File: config.mk
export PLATFORM = sky130hd
export DESIGN_NAME = timer_pair
export DESIGN_NICKNAME = d
export VERILOG_FILES = /design/src/logic/tmr_pkg.sv /design/src/logic/tick_prescaler.sv /design/src/logic/timer_pair.sv
export SDC_FILE = /design/constraint.sdc
export NUM_CORES = 1
export LEC_CHECK = 0
export ABC_AREA = 1
export BUFFER_PORTS_ARGS = -buffer_cell sky130_fd_sc_hd__buf_2
export CAP_MARGIN = 20
export CORE_MARGIN = 2
export CORE_UTILIZATION = 33
export CTS_BUF_LIST = sky130_fd_sc_hd__clkbuf_2 sky130_fd_sc_hd__clkbuf_4 sky130_fd_sc_hd__clkbuf_8
export CTS_CLUSTER_DIAMETER = 100
export DETAILED_ROUTE_END_ITERATION = 8
export PLACE_DENSITY_LB_ADDON = 0.08
export REMOVE_ABC_BUFFERS = 1
export SKIP_CTS_REPAIR_TIMING = 1
export SLEW_MARGIN = 10
export SYNTH_ARGS = -nofsm -noshare
export SYNTH_HDL_FRONTEND = slang
export SYNTH_SLANG_ARGS = --single-unit
File: constraint.sdc
create_clock -name CLK -period 2.17 [get_ports CLK]
set_clock_uncertainty 0.2 [all_clocks]
set_input_delay 0.1085 -clock CLK [delete_from_list [all_inputs] [get_ports CLK]]
set_output_delay 0.1085 -clock CLK [all_outputs]
set_load 0.1 [all_outputs]
File: src/logic/tmr_pkg.sv
// shared constants, types and decode functions of the timer pair
`default_nettype none
package tmr_pkg;
  // ------------------------------------------------------------
  // control word layout
  // ------------------------------------------------------------
  localparam int CW_W       = 16;
  localparam int ON_BIT     = 15;
  localparam int IDLE_BIT   = 13;
  localparam int GATE_BIT   = 6;
  localparam int PS_HI      = 5;
  localparam int PS_LO      = 4;
  localparam int CHAIN_BIT  = 3;
  localparam int CS_BIT     = 1;
  // ------------------------------------------------------------
  // pin indices, widths, reset values
  // ------------------------------------------------------------
  localparam int PIN_EXT_B  = 0;
  localparam int PIN_EXT_C  = 1;
  localparam int PIN_GATE_B = 2;
  localparam int PIN_GATE_C = 3;
  localparam int NPIN       = 4;
  localparam int PS_W       = 8;
  localparam logic [CW_W-1:0] COUNT_RST = 16'h0000;
  localparam logic [PS_W-1:0] PS_RST    = 8'h00;

  typedef enum logic [1:0] {
    MODE_FREE  = 2'b00,
    MODE_GATED = 2'b01,
    MODE_SYNC  = 2'b10
  } mode_t;

  // clock source wins over gate bit
  function automatic mode_t mode_of(input logic [CW_W-1:0] w);
    if (w[CS_BIT]) begin
      return MODE_SYNC;
    end
    return w[GATE_BIT] ? MODE_GATED : MODE_FREE;
  endfunction

  // terminal count of the prescaler for 1:1, 1:8, 1:64, 1:256
  function automatic logic [PS_W-1:0] ps_limit(input logic [1:0] r);
    case (r)
      2'b00:   return 8'h00;
      2'b01:   return 8'h07;
      2'b10:   return 8'h3f;
      default: return 8'hff;
    endcase
  endfunction
endpackage
`default_nettype wire

File: src/logic/tick_prescaler.sv
// tick divider with selectable ratio and synchronous clear
`default_nettype none
module tick_prescaler (
  // clock and reset
  input  wire logic       CLK,
  input  wire logic       RST,
  // control
  input  wire logic       clear,
  input  wire logic [1:0] ratio,
  // ticks
  input  wire logic       tick_in,
  output var  logic       tick_out
);
  import tmr_pkg::*;

  logic [PS_W-1:0] cnt_r;
  logic [PS_W-1:0] cnt_nxt;
  logic            out_r;
  logic            out_nxt;

  always_comb begin
    cnt_nxt = cnt_r;
    out_nxt = 1'b0;
    if (clear) begin
      cnt_nxt = PS_RST;
    end else if (tick_in) begin
      if (cnt_r >= ps_limit(ratio)) begin
        cnt_nxt = PS_RST;
        out_nxt = 1'b1;
      end else begin
        cnt_nxt = cnt_r + 8'h01;
      end
    end
  end

  always_ff @(posedge CLK) begin
    if (RST) begin
      cnt_r <= PS_RST;
      out_r <= 1'b0;
    end else begin
      cnt_r <= cnt_nxt;
      out_r <= out_nxt;
    end
  end

  assign tick_out = out_r;
endmodule
`default_nettype wire

File: src/logic/timer_pair.sv
// lower/upper word timer pair, chainable into one 32-bit timer
//
// Function
// - the lower-word timer can be chained with the upper-word timer into one 32-bit counter.
// - the lower-word timer gives an event that can start an analog conversion.
// - the lower timer's external input is synchronised after its prescaler.
// - the upper timer's external input is synchronised before its prescaler.
// - each timer has only free, gated and synchronous counter modes.
// - free and gated modes count the instruction-cycle clock.
// - synchronous counter mode counts the timer's external input pin.
// - bit 1 set selects synchronous counter mode regardless of the gate bit.
// - bit 6 picks gated (1) or free (0) mode when the internal clock is used.
// - bit 3 of the lower control word joins both timers into one 32-bit timer.
// - when joined the upper timer holds the high word, the lower the low word.
// - when joined only lower control bits matter, plus the upper idle-stop bit.
// - when joined the match event shows on the upper flag only.
`default_nettype none
module timer_pair (
  // clock and reset
  input  wire logic                    CLK,
  input  wire logic                    RST,
  // control words and periods
  input  wire logic [tmr_pkg::CW_W-1:0] CTRL_B,
  input  wire logic [tmr_pkg::CW_W-1:0] CTRL_C,
  input  wire logic [tmr_pkg::CW_W-1:0] PERIOD_B,
  input  wire logic [tmr_pkg::CW_W-1:0] PERIOD_C,
  input  wire logic                    IDLE,
  // pins
  input  wire logic                    EXT_COUNT_B,
  input  wire logic                    EXT_COUNT_C,
  input  wire logic                    GATE_B,
  input  wire logic                    GATE_C,
  // status
  output var  logic [tmr_pkg::CW_W-1:0] COUNT_B,
  output var  logic [tmr_pkg::CW_W-1:0] COUNT_C,
  output var  logic                    FLAG_B,
  output var  logic                    FLAG_C,
  output var  logic                    ADC_TRIGGER
);
  import tmr_pkg::*;

  // ------------------------------------------------------------
  // pin synchronisers
  // ------------------------------------------------------------
  logic [NPIN-1:0] pins;
  logic [NPIN-1:0] s1_r, s2_r, s3_r, lvl_r, rise_r;
  logic [NPIN-1:0] s1_nxt, s2_nxt, s3_nxt, lvl_nxt, rise_nxt;

  assign pins = {GATE_C, GATE_B, EXT_COUNT_C, EXT_COUNT_B};

  // a change counts once stages two and three agree
  always_comb begin
    s1_nxt   = pins;
    s2_nxt   = s1_r;
    s3_nxt   = s2_r;
    lvl_nxt  = lvl_r;
    rise_nxt = '0;
    for (int i = 0; i < NPIN; i++) begin
      if (s2_r[i] == s3_r[i]) begin
        lvl_nxt[i]  = s3_r[i];
        rise_nxt[i] = s3_r[i] & ~lvl_r[i];
      end
    end
  end

  always_ff @(posedge CLK) begin
    if (RST) begin
      s1_r   <= '0;
      s2_r   <= '0;
      s3_r   <= '0;
      lvl_r  <= '0;
      rise_r <= '0;
    end else begin
      s1_r   <= s1_nxt;
      s2_r   <= s2_nxt;
      s3_r   <= s3_nxt;
      lvl_r  <= lvl_nxt;
      rise_r <= rise_nxt;
    end
  end

  // ------------------------------------------------------------
  // mode decode and run control
  // ------------------------------------------------------------
  logic  chain, run_b, run_c;
  mode_t mode_b, mode_c;
  logic  ps_in_b, ps_in_c, ps_out_b, ps_out_c, tick_b, tick_c;

  assign chain  = CTRL_B[CHAIN_BIT];
  assign mode_b = mode_of(CTRL_B);
  assign mode_c = mode_of(CTRL_C);
  // upper idle-stop still halts the joined pair
  assign run_b  = CTRL_B[ON_BIT] & ~(IDLE & CTRL_B[IDLE_BIT])
                  & ~(chain & IDLE & CTRL_C[IDLE_BIT]);
  assign run_c  = ~chain & CTRL_C[ON_BIT] & ~(IDLE & CTRL_C[IDLE_BIT]);

  // source selection per mode
  function automatic logic src_of(input mode_t m, input logic run,
                                  input logic gate, input logic ext);
    case (m)
      MODE_FREE:  return run;
      MODE_GATED: return run & gate;
      MODE_SYNC:  return run & ext;
      default:    return 1'b0;
    endcase
  endfunction

  // lower timer: raw synchronised edge into prescaler, resync after
  assign ps_in_b = src_of(mode_b, run_b, lvl_r[PIN_GATE_B], rise_r[PIN_EXT_B]);
  // upper timer: already synchronised edge enters its prescaler
  assign ps_in_c = src_of(mode_c, run_c, lvl_r[PIN_GATE_C], rise_r[PIN_EXT_C]);

  tick_prescaler u_ps_b (
    .CLK      (CLK),
    .RST      (RST),
    .clear    (~run_b),
    .ratio    (CTRL_B[PS_HI:PS_LO]),
    .tick_in  (ps_in_b),
    .tick_out (ps_out_b)
  );

  tick_prescaler u_ps_c (
    .CLK      (CLK),
    .RST      (RST),
    .clear    (~run_c),
    .ratio    (CTRL_C[PS_HI:PS_LO]),
    .tick_in  (ps_in_c),
    .tick_out (ps_out_c)
  );

  // ------------------------------------------------------------
  // post-prescaler resync of the lower timer
  // ------------------------------------------------------------
  logic rs1_r, rs2_r, rs1_nxt, rs2_nxt;

  // costs two cycles of tick latency in counter mode only
  always_comb begin
    rs1_nxt = ps_out_b & run_b;
    rs2_nxt = rs1_r & run_b;
  end

  always_ff @(posedge CLK) begin
    if (RST) begin
      rs1_r <= 1'b0;
      rs2_r <= 1'b0;
    end else begin
      rs1_r <= rs1_nxt;
      rs2_r <= rs2_nxt;
    end
  end

  // tick in flight is dropped when the timer stops, except one already in rs2_r in counter mode
  assign tick_b = (mode_b == MODE_SYNC) ? rs2_r : (ps_out_b & run_b);
  assign tick_c = ps_out_c & run_c;

  // ------------------------------------------------------------
  // counters and events
  // ------------------------------------------------------------
  logic [CW_W-1:0]   cnt_b_r, cnt_c_r, cnt_b_nxt, cnt_c_nxt;
  logic              flag_b_r, flag_c_r, adc_r, flag_b_nxt, flag_c_nxt, adc_nxt;
  logic [2*CW_W-1:0] pair, pair_inc;
  logic              pair_match;

  assign pair       = {cnt_c_r, cnt_b_r};
  assign pair_inc   = pair + 32'h0000_0001;
  assign pair_match = (pair == {PERIOD_C, PERIOD_B});

  always_comb begin
    cnt_b_nxt  = cnt_b_r;
    cnt_c_nxt  = cnt_c_r;
    flag_b_nxt = 1'b0;
    flag_c_nxt = 1'b0;
    adc_nxt    = 1'b0;
    if (chain) begin
      if (tick_b) begin
        if (pair_match) begin
          cnt_b_nxt  = COUNT_RST;
          cnt_c_nxt  = COUNT_RST;
          flag_c_nxt = 1'b1;
          adc_nxt    = 1'b1;
        end else begin
          {cnt_c_nxt, cnt_b_nxt} = pair_inc;
        end
      end
    end else begin
      if (tick_b) begin
        if (cnt_b_r == PERIOD_B) begin
          cnt_b_nxt  = COUNT_RST;
          flag_b_nxt = 1'b1;
          adc_nxt    = 1'b1;
        end else begin
          cnt_b_nxt = cnt_b_r + 16'h0001;
        end
      end
      if (tick_c) begin
        if (cnt_c_r == PERIOD_C) begin
          cnt_c_nxt  = COUNT_RST;
          flag_c_nxt = 1'b1;
        end else begin
          cnt_c_nxt = cnt_c_r + 16'h0001;
        end
      end
    end
  end

  always_ff @(posedge CLK) begin
    if (RST) begin
      cnt_b_r  <= COUNT_RST;
      cnt_c_r  <= COUNT_RST;
      flag_b_r <= 1'b0;
      flag_c_r <= 1'b0;
      adc_r    <= 1'b0;
    end else begin
      cnt_b_r  <= cnt_b_nxt;
      cnt_c_r  <= cnt_c_nxt;
      flag_b_r <= flag_b_nxt;
      flag_c_r <= flag_c_nxt;
      adc_r    <= adc_nxt;
    end
  end

  assign COUNT_B     = cnt_b_r;
  assign COUNT_C     = cnt_c_r;
  assign FLAG_B      = flag_b_r;
  assign FLAG_C      = flag_c_r;
  assign ADC_TRIGGER = adc_r;
endmodule
`default_nettype wire

### Word-level counts from Yosys, hierarchy flattened

Cells that the tools add are included.

| storage, ports and cells | value |
|---|---|
| word-level logic and storage cells | 124 |
| output and inout port bits | 35 |
| register bits after elaboration | 73 |
| bits of input ports | 71 |

| cells by class | value |
|---|---|
| reduce and logical (&&, ||, !) cells | 13 |
| bitwise logic cells | 29 |
| multiplexer cells | 39 |
| order comparisons | 2 |
| add/subtract/negate cells | 5 |
| equal/unequal tests | 16 |

Operators with widths:

| kind | number |
|---|---|
| $mux W16 | 10 |
| $mux W8 | 6 |
| $pmux W8 S3 | 2 |
| $add A16 B1 Y16 const B | 2 |
| $add A32 B1 Y32 const B | 1 |
| $eq A16 B16 Y1 | 2 |
| $eq A32 B32 Y1 | 1 |
| $and A1 B1 Y1 | 17 |
| $add A8 B1 Y8 const B | 2 |
| $ge A8 B8 Y1 | 2 |
| $mux W1 | 15 |
| $not A1 Y1 | 12 |
| $reduce_or A2 Y1 | 5 |
| $eq A2 B1 Y1 const B | 4 |
| $eq A2 B2 Y1 const B | 4 |
| $logic_not A2 Y1 | 4 |
| $mux W2 | 4 |
| $pmux W1 S3 | 2 |
| $reduce_or A3 Y1 | 2 |
| $eq A1 B1 Y1 | 4 |
| $ne A2 B1 Y1 const B | 1 |
| $reduce_and A2 Y1 | 1 |
| $reduce_bool A2 Y1 | 1 |

### Longest topological paths before layout

| depth | value |
|---|---|
| word-level depth | 10 |
| gate-level depth with buffers | 14 |

### By module

Synthesis repeated with hierarchy kept, for this count alone.

| second synthesis, totals | value |
|---|---|
| cell total of the unflattened synthesis | 745 |
| area, all modules | 4,653.2 um^2 |

By module, submodules not included:

| module | cells an instance | times used | sequential area each (um^2) | area each (um^2) |
|---|---|---|---|---|
| timer_pair | 611 | 1 | 1,101.1 | 3,644.7 |
| tick_prescaler | 67 | 2 | 180.2 | 504.2 |

### Worst setup path after synthesis

No wires, ideal clock.

| timing path | value |
|---|---|
| kind | reg-to-reg |
| start point | reg cnt_c_r[1] (netlist: COUNT_C[1]) |
| end point | reg cnt_c_r[10] (netlist: COUNT_C[10]) |
| setup time | 0.123 ns |
| buffers on the path | 0 |
| cell stages (with the launch flop) | 10 |
| arrival time | 2.273 ns |
| period minus slack after synthesis | 2.595 ns |
| setup slack | -0.425 ns |
| cells stage by stage | dfxtp_1 ha_1 nand3_1 nor3_1 nand2_1 xor2_1 nand3_1 nand2_1 inv_1 a21oi_1 |

| between the ends | value |
|---|---|
| longest elaborated chain between the ends | 4 |
| elaborated cells on any way between the ends | 9 |

Ends and longest elaborated chain:

| item | line | RTL |
|---|---|---|
| start: declaration | timer_pair.sv:159 | `logic [CW_W-1:0] cnt_b_r, cnt_c_r, cnt_b_nxt, cnt_c_nxt;` |
| start signal: assignment | timer_pair.sv:215 | `cnt_c_r <= cnt_c_nxt;` |
| $add A32 B1 Y32 (tied with other cells) | timer_pair.sv:165 | `assign pair_inc = pair + 32'h0000_0001;` |
| $mux W16 (on tied branches) | timer_pair.sv:176, timer_pair.sv:196 |  |
| $mux W16 (on tied branches) | timer_pair.sv:175, timer_pair.sv:195 |  |
| $mux W16 (*) | timer_pair.sv:174 | `if (chain) begin` |

Mark *: on every way between the ends. The rest lies on a longest branch, timed or not. The select of a mux whose other input is x is not followed.
A chain may end at the register's enable or synchronous reset.

### Worst setup path in the final report

Ends and elaborated chain as after synthesis.

==> summary.txt <==
Synth
  • Ys Warns: 0
  • Average cell area after synthesis: 6.008 um^2
  • Instance count of the mapped netlist: between 700 and 800
  • Sequential-to-total area share from yosys stat: 0.3052
  • Post-synthesis cell area: roughly 4800 um^2
  • Cell variety after synth: 38
  • Synthesized flop and latch total: between 70 and 80

Drt
  • Vias per std cell: between 4 and 5
  • Post-detailed-route count of antenna-violating nets: 0
  • Drt wl/cell: approximately 12 um
  • Total length of routed wires: around 13000 um
  • DRC errors left: 0
  • Starting DRC count in detailed routing: roughly 210
  • First-pass DRT Iterations: 4
  • Via count: 4980

Finish
  • Post-Layout Inst Area: 5867 um^2
  • Layout Area Growth over Synthesis: 22.52%
  • Final design utilization: 0.4083
  • Share of final-layout standard cells stronger than drive strength 1: 0.1950
  • Multi-input gate area: about 2800 um^2
  • Final cell count without fillers: 1097
  • Final nets: 990
  • Diodes inserted: 0
  • Sequential Area: about 1500 um^2
  • Fillers: about 1600

Clock network
  • Maximum count of clock buffers along a single path: 2
  • Clock net sink count: 73
  • Clk Latency, worst-skew pair: 0.37 ns
  • CTS tree: built
  • Number of buffers added by the clock tree synthesis step: 9
  • Clock-pin slew of the registers on the worst-case setup and hold paths: ~0.080 ns
  • Root buffer cell: clkbuf_8
  • H-tree level count: 3

Die
  • Std-Cell Rows: 44
  • Die Y-Extent: about 120 um
  • Total die area: roughly 15000 um^2
  • I/O pins: 106
  • Standard cell core area: approximately 14000 um^2
  • Initial standard-cell utilization of the core: 0.3332
  • Chip Width: approximately 120 um

Global route
  • Vias in the first global route: approximately 4800
  • Total congestion overflow after global routing: 0
  • Initial antenna violation count: 0
  • All-layer global routing usage: 0.1751
  • Global-route wire length before repair: ~22000 um
  • Largest net degree at the start of global routing: 23

STA
  • Post-layout minimum cycle time: 2.002 ns
  • Final hold violation count: 0
  • Relative slew margins: 0.6650
  • Setup slack after layout: between 0.15 and 0.2 ns
  • Final period util: 0.9228
  • Setup TNS Final: 0 ns
  • Highest achievable clock rate: approximately 500 MHz
  • Number of endpoints failing setup at the final stage: 0
  • Transition time of the tightest slew-check pin: a little over 0.5 ns
  • Max-slew violations: 0

Job
  • Max_cap viols: 0

Power and ir drop
  • Sw frac: 0.2396
  • Combinational cell fraction of total power: 0.080
  • Total internal power: ~2200 uW
  • Seq pwr share: 0.478
  • Power per cell area: around 480 nW/um^2
  • Max VDD drop: 397.2 uV
  • Pleak: about 0.0028 uW
  • Psw: about 680 uW
  • Relative contribution of the clock network to total power: 0.442

Placed design
  • Number of placed instances, taps included: between 1000 and 1500
  • Count of input and output buffers: 86
  • Worst slack after detailed placement: 0.1088 ns
  • Gp weighted congestion: 0.8570
  • Estimated wirelength of the detail-placed design: around 10000 um
  • Placement Cell Area: between 5000 and 6000 um^2

Worst setup path
  • Required time of the critical path: around 2.3 ns
  • Category of cells accounting for the largest share of critical-path delay: simple AND/OR/NAND/NOR gates
  • Startpoint type of the worst setup path: flip-flop
  • Endpoint class of the critical path: flip-flop
  • Crit path arrival time: 2.12 ns
  • Slack of the worst reg-to-reg path: around 0.17 ns
  • Capture instance of the worst register-to-register path: COUNT_C[10]
  • Slowest cell on the critical path: dfxtp_1
  • Count of buffering cells on the critical path with inverters included: 1
  • Longest individual stage delay on the worst path: between 0.4 and 0.5 ns
  • Cells along the critical path: ha_1 -> nand3_1 -> nor3_2 -> nand2_1 -> xor2_1 -> nand3_1 -> nand2_1 -> inv_1 -> a21oi_1
  • Depth of the most critical reg-to-reg path: 9
  • Largest driver fanout on the critical path: 7
  • Critical path type: flip-flop to flip-flop
  • Launch point of the worst reg-to-reg path: COUNT_C[1]

Outcome
  • Status: finished clean

Worst hold path
  • Kind of path behind the tightest hold check: primary input to flip-flop
  • Startpoint of the tightest hold check path: CTRL_B[1]
  • Worst Hold Path Cells: 5
  • End point of the most critical hold path: u_ps_b.cnt_r[1]
==> cells in the mapped netlist (all sizes together) <==
cell	instances	share of area
o211ai	3	0.0047
o21ai	36	0.041
nand3	47	0.050
and3	1	0.0013
ha	10	0.026
a21oi	30	0.031
o22ai	1	0.0013
nor3b	1	0.0016
nand3b	1	0.0016
o21bai	1	0.0016
clkbuf	7	0.0055
o31ai	2	0.0031
or2	4	0.0052
xor2	22	0.040
a211oi	3	0.0047
o221ai	1	0.0018
xnor2	7	0.013
and2	1	0.0013
dfxtp	73	0.31
buf	7	0.011
nand2	246	0.20
nor2	140	0.12
nand4	4	0.0052
a21o	1	0.0016
nor3	15	0.016
inv	133	0.10
==> metrics by stage <==
step	total power (uW)	hold WS [ns]
6_report	2831	0.001925
5_1_grt	2981	0.04677
4_1_cts	2888	-0.2985
3_5_place_dp	1600	0.1174
3_3_place_gp	1595	0.1094
2_1_floorplan	1495	-0.02032
==> area by class of cell <==
cell class,count,area share
multi-input cells,577,0.4722
flip-flops and latches,73,0.2504
repair buffers,115,0.1143
inverters,133,0.08509
well taps,184,0.03924
clock buffers,11,0.02581
clock inverters,4,0.01301
==> per-layer routing <==
layer,vias up,GRT usage,wire [um],part of all wire
met2,106,0.3002,6191,0.47
met5,-,0,0,0
li1,2667,-,-,-
met3,15,0.04768,713,0.054
met4,0,0.04825,164,0.012
met1,2192,0.2158,6113,0.46
==> sequential cells by signal, indices dropped and copies added, names as in the netlist <==
register         count
FLAG_C               1
ADC_TRIGGER          1
s2_r                 4
COUNT_B             16
COUNT_C             16
lvl_r                4
rs2_r                1
u_ps_c.cnt_r         8
u_ps_b.cnt_r         8
rs1_r                1
s1_r                 4
u_ps_b.tick_out      1
rise_r               2
s3_r                 4
FLAG_B               1
u_ps_c.tick_out      1
==> worst max-delay path by stage <==
stage	to	start	cells past startpoint	slack, ns
6_report	COUNT_C[10]	COUNT_C[1]	9	0.17
5_1_grt	COUNT_C[10]	COUNT_C[1]	9	-0.006
4_1_cts	COUNT_C[6]	COUNT_B[0]	10	0.09
3_5_place_dp	COUNT_C[6]	COUNT_B[1]	10	0.11
3_3_place_gp	COUNT_C[10]	COUNT_C[1]	9	0.13
2_1_floorplan	COUNT_C[10]	COUNT_C[1]	9	-0.46
==> power by group through the flow <==
stage	Sequential (uW)	Combinational, uW	Clock [uW]
floorplan	1380	111	0
global placement	1380	210	0
detailed placement	1380	215	0
CTS	1350	216	1320
global route	1350	260	1370
finish	1350	227	1250
==> logic make-up (layout without fill, tap and decap cells) <==
kind of cell	after synthesis	count (layout)	share of synthesized area
AOI/OAI and AO/OA	78	78	0.09093
DFF	73	73	0.3052
xor gates and xnor gates	29	29	0.05304
buffers and inverters	147	263	0.1212
and+or+nand+nor	460	460	0.4034
adders and majority gates	10	10	0.02613
==> worst register-to-register path: stages (launching register included) <==
cell and delay, ns:
dfxtp_1 0.46, ha_1 0.25, nand3_1 0.17, nor3_2 0.29
nand2_1 0.11, xor2_1 0.18, nand3_1 0.09, nand2_1 0.06
inv_1 0.04, a21oi_1 0.10
==> layout by cell type, fill, tap and decap left out, types with 11 or more instances in the layout <==
master    instances
a21oi_1          30
buf_2            86
buf_4            20
clkbuf_8         11
dfxtp_1          67
inv_1           117
inv_2            16
nand2_1         240
nand3_1          46
nor2_1          118
nor2_2           18
nor3_1           14
o21ai_0          32
xor2_1           22
(Power assumes the default switching activity.)
